--- config.mk ---
export PLATFORM = sky130hd
export DESIGN_NAME = dual_rail_enable_fault_sequencer
export DESIGN_NICKNAME = d
export VERILOG_FILES = /design/src/core/rail_seq_pkg.sv /design/src/core/rail_guard.sv /design/src/core/dual_rail_enable_fault_sequencer.sv
export SDC_FILE = /design/constraint.sdc
export NUM_CORES = 1
export LEC_CHECK = 0
export ABC_AREA = 1
export BUFFER_PORTS_ARGS = -buffer_cell sky130_fd_sc_hd__buf_2
export CAP_MARGIN = 15
export CORE_AREA = 2 2 145 119
export DETAILED_ROUTE_END_ITERATION = 10
export DIE_AREA = 0 0 147 121
export GPL_ROUTABILITY_DRIVEN = 0
export GPL_TIMING_DRIVEN = 0
export HOLD_SLACK_MARGIN = 0.03
export PLACE_DENSITY = 0.55
export SETUP_SLACK_MARGIN = 0.4
export SLEW_MARGIN = 20
export SYNTH_ARGS = -nofsm -noshare
export SYNTH_HDL_FRONTEND = slang
export SYNTH_SLANG_ARGS = --single-unit
--- constraint.sdc ---
create_clock -name clk -period 5.01 [get_ports clk]
set_input_delay 0.7515 -clock clk [delete_from_list [all_inputs] [get_ports clk]]
set_output_delay 0.7515 -clock clk [all_outputs]
set_load 0.01 [all_outputs]
--- src/core/rail_seq_pkg.sv ---
// Shared constants, carriers and state codes of the dual-rail sequencer
package rail_seq_pkg;

  // ==========================================================================
  // Timebase
  localparam int CLK_PERIOD_NS = 40;
  localparam int TICK_NS = 1000;
  localparam int TICK_CYC = TICK_NS / CLK_PERIOD_NS;
  localparam int TICK_W = 5;

  // ==========================================================================
  // Timing figures and derived counts
  localparam int EN_FLT_US = 10;
  localparam int EN_FLT_CYC = (EN_FLT_US * 1000) / CLK_PERIOD_NS;
  localparam int FLT_W = 8;
  localparam int SS_MS = 5;
  localparam int SS_TICKS = (SS_MS * 1000000) / TICK_NS;
  localparam int FAULT_MS = 30;
  localparam int FAULT_TICKS = (FAULT_MS * 1000000) / TICK_NS;
  localparam int RETRY_MS = 1900;
  localparam int RETRY_TICKS = (RETRY_MS * 1000000) / TICK_NS;
  localparam int SHORT_US = 10;
  localparam int SHORT_TICKS = (SHORT_US * 1000) / TICK_NS;
  localparam int CNT_W = 21;
  localparam int SHORT_W = 8;

  // ==========================================================================
  // Reset values
  localparam logic [8:0] SYNC_RST = 9'h000;

  // ==========================================================================
  // Carriers
  typedef struct packed {
    logic uv;
    logic short_flag;
  } rail_flags_s;

  typedef struct packed {
    logic on;
    logic ramping;
    logic ready;
    logic faulted;
  } rail_status_s;

  // ==========================================================================
  // Rail controller states
  typedef enum logic [3:0] {
    R_OFF  = 4'b0001,
    R_SOFT = 4'b0010,
    R_RUN  = 4'b0100,
    R_WAIT = 4'b1000
  } rail_state_e;

endpackage : rail_seq_pkg

--- src/core/rail_guard.sv ---
// One rail: soft-start, undervoltage and short timing, shutdown and retry
module rail_guard #(
  parameter int SS_TICKS = rail_seq_pkg::SS_TICKS,
  parameter int FAULT_TICKS = rail_seq_pkg::FAULT_TICKS,
  parameter int RETRY_TICKS = rail_seq_pkg::RETRY_TICKS,
  parameter int SHORT_TICKS = rail_seq_pkg::SHORT_TICKS
) (
  input wire logic clk,
  input wire logic reset,
  input wire logic tick,
  input wire logic request,
  input wire logic kill,
  input wire logic trip_in,
  input wire rail_seq_pkg::rail_flags_s flags,
  output logic trip_out,
  output rail_seq_pkg::rail_status_s status
);

  // ==========================================================================
  // Elaboration checks
  if (SS_TICKS < 1 || FAULT_TICKS < 1 || RETRY_TICKS < 1 ||
      RETRY_TICKS >= 2 ** rail_seq_pkg::CNT_W || SS_TICKS >= 2 ** rail_seq_pkg::CNT_W ||
      FAULT_TICKS >= 2 ** rail_seq_pkg::CNT_W) begin : g_bad_cnt
    $error("rail_guard: interval does not fit the counter");
  end
  if (SHORT_TICKS < 1 || SHORT_TICKS >= 2 ** rail_seq_pkg::SHORT_W) begin : g_bad_short
    $error("rail_guard: short delay does not fit its counter");
  end

  // ==========================================================================
  // State and counters
  rail_seq_pkg::rail_state_e state;
  rail_seq_pkg::rail_state_e next_state;
  logic [rail_seq_pkg::CNT_W-1:0] cnt;
  logic [rail_seq_pkg::SHORT_W-1:0] short_cnt;

  wire in_soft = (state == rail_seq_pkg::R_SOFT);
  wire in_run = (state == rail_seq_pkg::R_RUN);
  wire in_wait = (state == rail_seq_pkg::R_WAIT);
  wire ss_done = in_soft && tick && (cnt == rail_seq_pkg::CNT_W'(SS_TICKS - 1));
  wire uv_expired = in_run && flags.uv && tick &&
                    (cnt == rail_seq_pkg::CNT_W'(FAULT_TICKS - 1));
  // Short delay only counts in run, so the ramp never trips it
  wire short_expired = in_run && flags.short_flag && tick &&
                       (short_cnt == rail_seq_pkg::SHORT_W'(SHORT_TICKS - 1));
  wire retry_done = in_wait && tick && (cnt == rail_seq_pkg::CNT_W'(RETRY_TICKS - 1));
  wire stay = (next_state == state);
  wire entering_wait = (next_state == rail_seq_pkg::R_WAIT) && !in_wait;

  assign trip_out = uv_expired || short_expired;

  always_comb begin
    next_state = state;
    case (state)
      rail_seq_pkg::R_OFF: begin
        // A partner trip holds this rail off only in the cycle it fires; the rail may start while the partner waits
        if (request && !trip_in) next_state = rail_seq_pkg::R_SOFT;
      end
      rail_seq_pkg::R_SOFT: begin
        if (trip_in) next_state = rail_seq_pkg::R_WAIT;
        else if (ss_done) next_state = rail_seq_pkg::R_RUN;
      end
      rail_seq_pkg::R_RUN: begin
        if (trip_out || trip_in) next_state = rail_seq_pkg::R_WAIT;
      end
      rail_seq_pkg::R_WAIT: begin
        if (retry_done && !trip_in) next_state = rail_seq_pkg::R_SOFT;
      end
      default: next_state = rail_seq_pkg::R_OFF;
    endcase
    // Dropped enable stops any retry; kill turns the rail off at once
    if (!request || kill) next_state = rail_seq_pkg::R_OFF;
  end

  always_ff @(posedge clk or posedge reset) begin
    if (reset) state <= rail_seq_pkg::R_OFF;
    else state <= next_state;
  end

  // One counter serves ramp, undervoltage and retry; cleared on every state change
  always_ff @(posedge clk or posedge reset) begin
    if (reset) cnt <= '0;
    else if (!stay || state == rail_seq_pkg::R_OFF || (in_run && !flags.uv)) cnt <= '0;
    else if (tick) cnt <= cnt + 1'b1;
  end

  always_ff @(posedge clk or posedge reset) begin
    if (reset) short_cnt <= '0;
    else if (!in_run || !flags.short_flag) short_cnt <= '0;
    else if (tick) short_cnt <= short_cnt + 1'b1;
  end

  // Fault stays flagged through retries until the rail runs clear of undervoltage or its request drops
  always_ff @(posedge clk or posedge reset) begin
    if (reset) begin
      status <= '0;
    end else begin
      status.on <= (next_state == rail_seq_pkg::R_SOFT) || (next_state == rail_seq_pkg::R_RUN);
      status.ramping <= (next_state == rail_seq_pkg::R_SOFT);
      status.ready <= (next_state == rail_seq_pkg::R_RUN);
      if (entering_wait) status.faulted <= 1'b1;
      else if ((in_run && !flags.uv) || !request) status.faulted <= 1'b0;
    end
  end

  // ==========================================================================
  // Assertions
  property p_off_when_dropped;
    @(posedge clk) disable iff (reset)
    !request |=> !status.on;
  endproperty
  a_off_when_dropped: assert property (p_off_when_dropped)
    else $error("rail stayed on after its request dropped");

  property p_uv_restart;
    @(posedge clk) disable iff (reset)
    (in_run && !flags.uv) |=> (cnt == '0);
  endproperty
  a_uv_restart: assert property (p_uv_restart)
    else $error("undervoltage count did not restart");

  property p_ramp_to_run;
    @(posedge clk) disable iff (reset)
    (ss_done && request && !kill && !trip_in) |=> (status.ready && !status.ramping);
  endproperty
  a_ramp_to_run: assert property (p_ramp_to_run)
    else $error("ramp end did not reach run");

  property p_trip_to_wait;
    @(posedge clk) disable iff (reset)
    (trip_out && request && !kill) |=> (in_wait && !status.on && status.faulted);
  endproperty
  a_trip_to_wait: assert property (p_trip_to_wait)
    else $error("timed-out rail was not shut off");

  property p_retry_start;
    @(posedge clk) disable iff (reset)
    (retry_done && request && !kill) |=> (status.ramping && status.faulted);
  endproperty
  a_retry_start: assert property (p_retry_start)
    else $error("retry did not restart the ramp");

  property p_short_after_ramp;
    @(posedge clk) disable iff (reset)
    !in_run |=> (short_cnt == '0);
  endproperty
  a_short_after_ramp: assert property (p_short_after_ramp)
    else $error("fault qualified before ramp end");

endmodule : rail_guard

--- src/core/dual_rail_enable_fault_sequencer.sv ---
// Enable decode, mode selection and fault output of the dual-rail supply
// ==========================================================================
module dual_rail_enable_fault_sequencer #(
  parameter int SS_TICKS = rail_seq_pkg::SS_TICKS,
  parameter int FAULT_TICKS = rail_seq_pkg::FAULT_TICKS,
  parameter int RETRY_TICKS = rail_seq_pkg::RETRY_TICKS
) (
  input wire logic clk,
  input wire logic reset,
  input wire logic positive_rail_enable,
  input wire logic negative_rail_enable,
  input wire logic negative_feedback_strap,
  input wire logic core_ldo_good,
  input wire logic thermal_shutdown,
  input wire rail_seq_pkg::rail_flags_s positive_flags,
  input wire rail_seq_pkg::rail_flags_s negative_flags,
  output logic core_ldo_output_enable,
  output logic boost_output_node_enable,
  output logic switched_positive_rail_enable,
  output logic negative_rail_on,
  output logic positive_soft_start,
  output logic negative_soft_start,
  output logic tracking_mode,
  input wire logic fault_out_n_i,
  output logic fault_out_n_o,
  output logic fault_out_n_oe
);

  // ==========================================================================
  // Elaboration checks
  if (SS_TICKS < 1 || FAULT_TICKS < 1 || RETRY_TICKS < 1) begin : g_bad_time
    $error("dual_rail_enable_fault_sequencer: intervals must be at least one tick");
  end
  if (rail_seq_pkg::EN_FLT_CYC >= 2 ** rail_seq_pkg::FLT_W) begin : g_bad_flt
    $error("dual_rail_enable_fault_sequencer: filter count too wide");
  end

  // ==========================================================================
  // Input synchronisers
  // All inputs except the unused fault read-back are pins or analog comparators, so every one gets two flops
  logic [8:0] sync_a;
  logic [8:0] sync_b;
  wire [8:0] raw_in = {positive_rail_enable, negative_rail_enable, negative_feedback_strap,
                       core_ldo_good, thermal_shutdown, positive_flags, negative_flags};

  always_ff @(posedge clk or posedge reset) begin
    if (reset) begin
      sync_a <= rail_seq_pkg::SYNC_RST;
      sync_b <= rail_seq_pkg::SYNC_RST;
    end else begin
      sync_a <= raw_in;
      sync_b <= sync_a;
    end
  end

  wire [1:0] en_s = sync_b[8:7];
  wire strap_s = sync_b[6];
  wire ldo_good_s = sync_b[5];
  wire thermal_s = sync_b[4];
  rail_seq_pkg::rail_flags_s pos_flags_s;
  rail_seq_pkg::rail_flags_s neg_flags_s;
  assign pos_flags_s = sync_b[3:2];
  assign neg_flags_s = sync_b[1:0];

  // ==========================================================================
  // Free-running timebase
  logic [rail_seq_pkg::TICK_W-1:0] div_cnt;
  wire tick = (div_cnt == rail_seq_pkg::TICK_W'(rail_seq_pkg::TICK_CYC - 1));

  always_ff @(posedge clk or posedge reset) begin
    if (reset) div_cnt <= '0;
    else if (tick) div_cnt <= '0;
    else div_cnt <= div_cnt + 1'b1;
  end

  // ==========================================================================
  // Enable deglitch
  // Bit 1 is the positive enable, bit 0 the negative one
  logic [1:0] en_f;

  for (genvar i = 0; i < 2; i++) begin : g_flt
    logic [rail_seq_pkg::FLT_W-1:0] flt_cnt;
    wire differs = (en_s[i] != en_f[i]);
    wire settled = differs &&
                   (flt_cnt == rail_seq_pkg::FLT_W'(rail_seq_pkg::EN_FLT_CYC - 1));

    // Any return to the old level before the count ends discards the pulse
    always_ff @(posedge clk or posedge reset) begin
      if (reset) flt_cnt <= '0;
      else if (!differs || settled) flt_cnt <= '0;
      else flt_cnt <= flt_cnt + 1'b1;
    end

    always_ff @(posedge clk or posedge reset) begin
      if (reset) en_f[i] <= 1'b0;
      else if (settled) en_f[i] <= en_s[i];
    end
  end

  wire en_p_f = en_f[1];
  wire en_n_f = en_f[0];

  // ==========================================================================
  // Mode and enable decode
  wire any_en = en_p_f || en_n_f;
  // Rails wait one cycle behind the core regulator enable
  wire kill = !ldo_good_s || thermal_s;
  wire pos_req = en_p_f && core_ldo_output_enable;
  // Tracking needs the positive enable before the negative rail may run
  wire neg_req = (strap_s ? (en_p_f && en_n_f) : en_n_f) && core_ldo_output_enable;
  wire pos_trip;
  wire neg_trip;
  // Tracking ties the two rails' trips together; independent keeps them apart
  wire pos_trip_in = strap_s && neg_trip;
  wire neg_trip_in = strap_s && pos_trip;

  always_ff @(posedge clk or posedge reset) begin
    if (reset) begin
      core_ldo_output_enable <= 1'b0;
      tracking_mode <= 1'b0;
    end else begin
      core_ldo_output_enable <= any_en;
      tracking_mode <= strap_s;
    end
  end

  // ==========================================================================
  // Rail controllers
  rail_seq_pkg::rail_status_s pos_st;
  rail_seq_pkg::rail_status_s neg_st;

  rail_guard #(
    .SS_TICKS(SS_TICKS),
    .FAULT_TICKS(FAULT_TICKS),
    .RETRY_TICKS(RETRY_TICKS),
    .SHORT_TICKS(rail_seq_pkg::SHORT_TICKS)
  ) u_pos (
    .clk(clk),
    .reset(reset),
    .tick(tick),
    .request(pos_req),
    .kill(kill),
    .trip_in(pos_trip_in),
    .flags(pos_flags_s),
    .trip_out(pos_trip),
    .status(pos_st)
  );

  rail_guard #(
    .SS_TICKS(SS_TICKS),
    .FAULT_TICKS(FAULT_TICKS),
    .RETRY_TICKS(RETRY_TICKS),
    .SHORT_TICKS(rail_seq_pkg::SHORT_TICKS)
  ) u_neg (
    .clk(clk),
    .reset(reset),
    .tick(tick),
    .request(neg_req),
    .kill(kill),
    .trip_in(neg_trip_in),
    .flags(neg_flags_s),
    .trip_out(neg_trip),
    .status(neg_st)
  );

  // ==========================================================================
  // Rail outputs
  // Output switch closes only after the boost node has ramped, sparing its charge
  assign boost_output_node_enable = pos_st.on;
  assign switched_positive_rail_enable = pos_st.ready;
  assign negative_rail_on = neg_st.on;
  assign positive_soft_start = pos_st.ramping;
  assign negative_soft_start = neg_st.ramping;

  // ==========================================================================
  // Open-drain fault output
  // The pin is only ever pulled low; the line level read back is not used
  logic fault_drive;

  always_ff @(posedge clk or posedge reset) begin
    if (reset) fault_drive <= 1'b0;
    else fault_drive <= thermal_s || pos_st.faulted || neg_st.faulted;
  end

  assign fault_out_n_o = 1'b0;
  assign fault_out_n_oe = fault_drive;

  // ==========================================================================
  // Assertions
  property p_idle;
    @(posedge clk) disable iff (reset)
    (!en_p_f && !en_n_f) |=> !core_ldo_output_enable ##1 (!boost_output_node_enable &&
                                                          !negative_rail_on);
  endproperty
  a_idle: assert property (p_idle)
    else $error("rails or core regulator active while both enables low");

  property p_core_first;
    @(posedge clk) disable iff (reset)
    $rose(core_ldo_output_enable) |-> (!boost_output_node_enable && !negative_rail_on);
  endproperty
  a_core_first: assert property (p_core_first)
    else $error("rail came up before the core regulator enable");

  property p_core_bad;
    @(posedge clk) disable iff (reset)
    !ldo_good_s |=> (!boost_output_node_enable && !negative_rail_on &&
                     !switched_positive_rail_enable);
  endproperty
  a_core_bad: assert property (p_core_bad)
    else $error("rail on while core regulator out of range");

  property p_track_pos_low;
    @(posedge clk) disable iff (reset)
    (strap_s && !en_p_f) |=> !negative_rail_on;
  endproperty
  a_track_pos_low: assert property (p_track_pos_low)
    else $error("negative rail on in tracking mode without positive enable");

  property p_thermal_off;
    @(posedge clk) disable iff (reset)
    thermal_s |=> (!boost_output_node_enable && !negative_rail_on && fault_out_n_oe);
  endproperty
  a_thermal_off: assert property (p_thermal_off)
    else $error("thermal shutdown did not stop rails and flag fault");

  property p_fault_held;
    @(posedge clk) disable iff (reset)
    (pos_st.faulted || neg_st.faulted) |=> fault_out_n_oe;
  endproperty
  a_fault_held: assert property (p_fault_held)
    else $error("fault output released during retry");

  property p_track_both_off;
    @(posedge clk) disable iff (reset)
    (strap_s && pos_trip && !kill) |=> (!boost_output_node_enable && !negative_rail_on);
  endproperty
  a_track_both_off: assert property (p_track_both_off)
    else $error("tracking trip left a rail running");

  property p_deglitch;
    @(posedge clk) disable iff (reset)
    $rose(en_p_f) |-> ($past(en_s[1], 1) && $past(en_s[1], 8));
  endproperty
  a_deglitch: assert property (p_deglitch)
    else $error("positive enable accepted without a stable level");

  property p_tick_period;
    @(posedge clk) disable iff (reset)
    tick |=> !tick;
  endproperty
  a_tick_period: assert property (p_tick_period)
    else $error("timebase tick not a single-cycle pulse");

endmodule : dual_rail_enable_fault_sequencer

Word-level counts from Yosys, hierarchy flattened
Index checks and enable logic that the tools add are counted.
{ "word_totals": {"out_inout_bits": 9, "input_bits": 12, "reg_bits": 117} }
{ "classes": {"eq_ne": 29, "reduce_logical": 80, "n_mux": 30, "add_sub_neg": 7} }
{ "op_table": {"columns": ["op", "count"], "rows": [
  ["$mux W21", 4],
  ["$mux W4", 12],
  ["$mux W8", 6],
  ["$add A21 B1 Y21 const B", 2],
  ["$eq A21 B13 Y1 const B", 2],
  ["$eq A21 B15 Y1 const B", 2],
  ["$eq A21 B21 Y1 const B", 2],
  ["$logic_and A1 B1 Y1", 35],
  ["$add A8 B1 Y8 const B", 4],
  ["$pmux W4 S4", 2],
  ["$logic_or A1 B1 Y1", 22],
  ["$logic_not A1 Y1", 17],
  ["$eq A4 B2 Y1 const B", 4],
  ["$eq A4 B3 Y1 const B", 4],
  ["$eq A4 B4 Y1 const B", 4],
  ["$eq A8 B4 Y1 const B", 2],
  ["$eq A8 B8 Y1 const B", 2],
  ["$reduce_bool A2 Y1", 6],
  ["$eq A4 B1 Y1 const B", 2],
  ["$eq A4 B4 Y1", 2],
  ["$add A5 B1 Y5 const B", 1],
  ["$eq A5 B5 Y1 const B", 1],
  ["$mux W1", 5],
  ["$mux W5", 1],
  ["$ne A1 B1 Y1", 2]
]} }

Depth between registers and ports, before layout
{ "logic_depth": {"depth_word": 16, "depth_mapped": 18} }

Hierarchy
From an unflattened synthesis, not the netlist that was laid out.
{ "unflattened": {"cells_unflattened": 791, "hier_area_um2": 6402.4} }
{ "modules_own_cells": {"columns": ["mod", "cells_per_inst", "area_each_um2", "instances"], "rows": [
  ["rail_guard", 311, 2326.0, 2],
  ["dual_rail_enable_fault_sequencer", 169, 1750.4, 1]
]} }

Least setup slack after synthesis
OpenSTA, ideal clock, no wires.
{ "synth_timing": {"path_type": "register -> register", "from": "register div_cnt[0] (netlist bit)", "to": "register u_pos.cnt[17] (netlist bit)", "n_path_buf": 1, "slack_ns": 2.948, "arrival_ns": 1.942, "required_ns": 4.890, "path_stages_with_launch": 19, "path_cell_list": "dfrtp_1 -> inv_1 -> ha_1 -> nand2_2 -> nor2_8 -> nand2_4 -> nor2_4 -> nand3_2 -> nand2_2 -> nand2_2 -> nand2_1 -> nand2_1 -> nand2_1 -> nand2_1 -> nand2_1 -> nand2_1 -> nand2_2 -> buf_6 -> nor2_1"} }
{ "synth_via": {"elab_chain_len": 15, "elab_cells_between_ends": 33, "classes_between": "2 x eq/ne; 8 x mux; 23 x reduce/logical"} }
{ "synth_lines": {"columns": ["item", "line_no", "text"], "rows": [
  ["start, declared", "dual_rail_enable_fault_sequencer.sv:67", "logic [rail_seq_pkg::TICK_W-1:0] div_cnt;"],
  ["start signal, assigned", "dual_rail_enable_fault_sequencer.sv:73", "else div_cnt <= div_cnt + 1'b1;"],
  ["$eq A5 B5 Y1 (*)", "dual_rail_enable_fault_sequencer.sv:68", "wire tick = (div_cnt == rail_seq_pkg::TICK_W'(rail_seq_pkg::TICK_CYC - 1));"],
  ["$logic_and A1 B1 Y1, on equally long branches (2 in series)", "rail_guard.sv:41, rail_guard.sv:44", null],
  ["$logic_or A1 B1 Y1", "rail_guard.sv:50", "assign trip_out = uv_expired || short_expired;"],
  ["$logic_and A1 B1 Y1", "dual_rail_enable_fault_sequencer.sv:114", "wire pos_trip_in = strap_s && neg_trip;"],
  ["$logic_not A1 Y1", "rail_guard.sv:57, rail_guard.sv:67", null],
  ["$logic_and A1 B1 Y1, on equally long branches", "rail_guard.sv:67, rail_guard.sv:57", null],
  ["$mux W4, on equally long branches", "rail_guard.sv:67, rail_guard.sv:57", null],
  ["$pmux W4 S4", "rail_guard.sv:54", "case (state)"],
  ["$mux W4", "rail_guard.sv:72", "if (!request || kill) next_state = rail_seq_pkg::R_OFF;"],
  ["$eq A4 B4 Y1", "rail_guard.sv:47", "wire stay = (next_state == state);"],
  ["$logic_not A1 Y1", "rail_guard.sv:83", "else if (!stay || state == rail_seq_pkg::R_OFF || (in_run && !flags.uv)) cnt <= '0;"],
  ["$logic_or A1 B1 Y1 (2 in series)", "rail_guard.sv:83", null],
  ["$mux W21 or $reduce_bool A2 Y1 (tied branches)", null, null],
  ["end signal, assigned", "rail_guard.sv:84", "else if (tick) cnt <= cnt + 1'b1;"],
  ["end, declared", "rail_guard.sv:34", "logic [rail_seq_pkg::CNT_W-1:0] cnt;"]
]} }
Mark *: on every way between the ends. The rest lies on a longest branch, timed or not.
A chain may end at the register's enable or synchronous reset.

Worst setup path in the final report
{ "layout_timing": {"from": "register div_cnt[0] (netlist bit)", "to": "register u_pos.cnt[11] (netlist bit)"} }
The elaborated chain is that of the path after synthesis.

==> metrics.txt <==
pin count of the biggest net entering global routing=78; Post-Syn Area per Cell=8.115 um^2; Ant. Diodes=0; synth cell count leaders=148 x nand2_1, 115 x dfrtp_1, 115 x inv_1; H-tree Lvls=4; Port Buf Inserts=18; HP Class=input pin to async pin; Register-to-Register Path Depth=18; Mapped Cells=755; die width=roughly 150 um; Period Utilization, post-route=0.4808; grt ovf=0; Startpoint Class=flop; Sw Share=0.2237; Final Critical Period=between 2 and 2.5 ns; Synth area leaders=dfrtp_1 47%, nand2_1 9.1%, inv_1 7.0%, nor2_1 6.6%, nand3_1 4.2%; DRT Pass-1 Iters=5; post-synth top area cell=dfrtp_1; Mapped Area=6127 um^2; final hold viol count=0; RSZ-0062 raised after global routing=false; final setup fails=0; status=finished clean; Logic pwr share=0.017; top-count cell post-synth=nand2_1; Pwr per Cell Area=310.5 nW/um^2; Vias=4640; number of global-route vias before repair=approximately 4600; register area share after synthesis=0.4783; DP Wirelength=8.997 mm; P_leak=3.312 nW; Cell Int Power=1.716 mW; Post-synth EDFFs=0; hold_buf cts=0; Final Slew Violations=0; postcts setup bufs=0; die height=121 um; YS warnings=0; synth-to-layout area growth=16.15%; Clock Latency Late Sink=0.42 ns; CTS Buf Count=17; fmax=415.2 MHz; worst path arrival time=2.71 ns; net count after synthesis=779; Multi-input gate area=about 2700 um^2; Routed WL=12.45 mm; num ports=21; die area=17790 um^2; CTS root buffer=clkbuf_16; CTS resizes=0; slew at the pin closest to its max-slew limit=0.5986 ns; share of cells above drive strength 1=0.1464; CP max FO=10; DR vias/cell=4.522; # fillers=~1700; VDD IR max=0.0002405 V; register bit total from synthesis=117; Setup Crit Path Kind=flop to flop; Async S/R FF share, synth=1.000; CP Capture Type=flop; top_reg_cell synth=dfrtp_1; Req. time, crit path=roughly 5.3 ns; Placed Cells incl. Taps=994; GRT Util Overall=0.1594; Setup Skew=0.01077 ns; Worst R2R Start=div_cnt[0]$_DFF_PP0_; core area=16290 um^2; wire per inst=12.13 um; setup TNS=0 ns; Clock Path Buffers=2; ANT nets after route=0; area occupied by registers=between 2000 and 3000 um^2; Iter 0 DRT Violations=slightly above 300; initial antenna violation count=0; Yosys top cell area share=0.4697; final layout net count=a little over 800; Yosys cell types=39; DRC=0; Clock Sinks=117; clock power share=0.546; net switching power=0.4943 mW; Rows=42; reg-to-reg slack, setup=2.60 ns; Max-Cap Viols=0; Worst-path clk slew=0.06 ns; first-pass GRT wire length=22.47 mm; initial core utilization=0.3761; Post-Layout Cell Count=1026; sequential power share=0.437; CTS tree=yes; RR Endpoint=u_pos.cnt[11]$_DFFE_PP0P_; Worst slew margin=0.5973
==> critical path: stages (launching register included) <==
cell     delay (ns)
dfrtp_1        0.40
inv_1          0.07
ha_1           0.19
nand2_2        0.10
nor2_8         0.23
nand2_4        0.08
nor2_4         0.15
nand3_2        0.11
nand2_2        0.10
nand2_2        0.07
nand2_1        0.07
nand2_1        0.05
nand2_1        0.08
nand2_1        0.11
nand2_1        0.08
nand2_1        0.07
nand2_2        0.10
buf_6          0.17
nor2_2         0.04
==> power groups by stage <==
stage	sequential [mW]	combinational (mW)	clock [mW]
after floorplan	0.980	0.0239	0
after global placement	0.983	0.0370	0
after detailed placement	0.982	0.0409	0
after CTS	0.965	0.0409	1.23
after global routing	0.966	0.0457	1.29
final	0.965	0.0381	1.21
==> per-layer routing <==
metal	vias up	GRT usage	wire [um]	share of wire
li1	2451	-	-	-
met1	2125	0.2381	6758	0.54
met2	57	0.2221	5147	0.41
met3	7	0.04135	425	0.034
met4	0	0.05589	114	0.0092
met5	-	0	0	0
==> cell families after synthesis <==
kind of cell               synth area share
DFF                                  0.4783
and+or+nand+nor                      0.3130
muxes                              0.003267
buffers and inverters               0.08291
AOI/OAI and AO/OA                   0.04452
other                             0.0006120
adders and majority gates           0.02450
xor gates and xnor gates            0.05289
==> how the worst max path moves through the flow <==
stage | start | end | cells past startpoint
after detailed placement | div_cnt[0]$_DFF_PP0_ | u_pos.cnt[17]$_DFFE_PP0P_ | 18
final | div_cnt[0]$_DFF_PP0_ | u_pos.cnt[11]$_DFFE_PP0P_ | 18
after global placement | reset | u_neg.state[3]$_DFF_PP0_ | 2
after CTS | u_neg.state[1]$_DFF_PP0_ | u_pos.cnt[17]$_DFFE_PP0P_ | 17
after global routing | div_cnt[0]$_DFF_PP0_ | u_neg.cnt[4]$_DFFE_PP0P_ | 18
after floorplan | reset | core_ldo_output_enable$_DFF_PP0_ | 1
==> sequential cells by signal (all words and copies together), names as in the netlist <==
register / count
en_p_f: 1
u_neg.status: 3
en_n_f: 1
u_pos.short_cnt: 8
u_pos.status: 4
div_cnt: 5
tracking_mode: 1
sync_b: 9
u_neg.state: 4
u_neg.short_cnt: 8
u_pos.cnt: 21
u_pos.state: 4
core_ldo_output_enable: 1
g_flt.flt_cnt: 16
u_neg.cnt: 21
fault_out_n_oe: 1
sync_a: 9
==> final cells by class <==
class,count,share of cell area
Sequential cell,117,0.4117
Buffer,8,0.009142
Timing Repair Buffer,19,0.01653
Inverter,118,0.06294
Clock buffer,18,0.06171
Multi-Input combinational cell,512,0.3778
Clock inverter,14,0.02145
Tap cell,220,0.03868
==> layout by cell type, fill, tap and decap left out, types with 2 or more instances in the layout <==
cell type	count
o21ai_1	2
mux2i_1	2
nand4_1	17
xnor2_1	8
nand3_1	52
inv_2	3
nor3_1	23
dfrtp_1	115
buf_6	4
nand2_1	148
nor3b_1	4
nand2_2	8
a211oi_1	2
clkinvlp_4	4
nor2_4	2
o22ai_1	2
buf_2	19
nor2_2	35
xor2_1	29
nand2_4	2
inv_6	3
bufinv_16	2
a31oi_1	3
clkbuf_16	17
clkinv_4	4
nor4_1	6
nand3b_1	2
ha_1	12
clkinv_2	2
inv_1	114
o21ai_0	19
nor2_1	107
nand3_2	5
a21oi_1	15
dfstp_2	2
==> per-stage QoR <==
stage	worst slack, ns	hold slack (ns)	cell area [um^2]	total power [mW]	util
4_1_cts	2.550	0.3377	7117	2.238	0.4369
2_1_floorplan	1.161	0.3312	6127	1.004	-
3_5_place_dp	2.593	0.3347	6525	1.023	0.4005
6_report	2.601	0.3340	7117	2.210	0.4369
5_1_grt	2.312	0.3518	7117	2.300	0.4369
3_3_place_gp	-0.3476	0.3329	6492	1.020	0.3985
No activity file was read; power rests on OpenSTA's default activity.
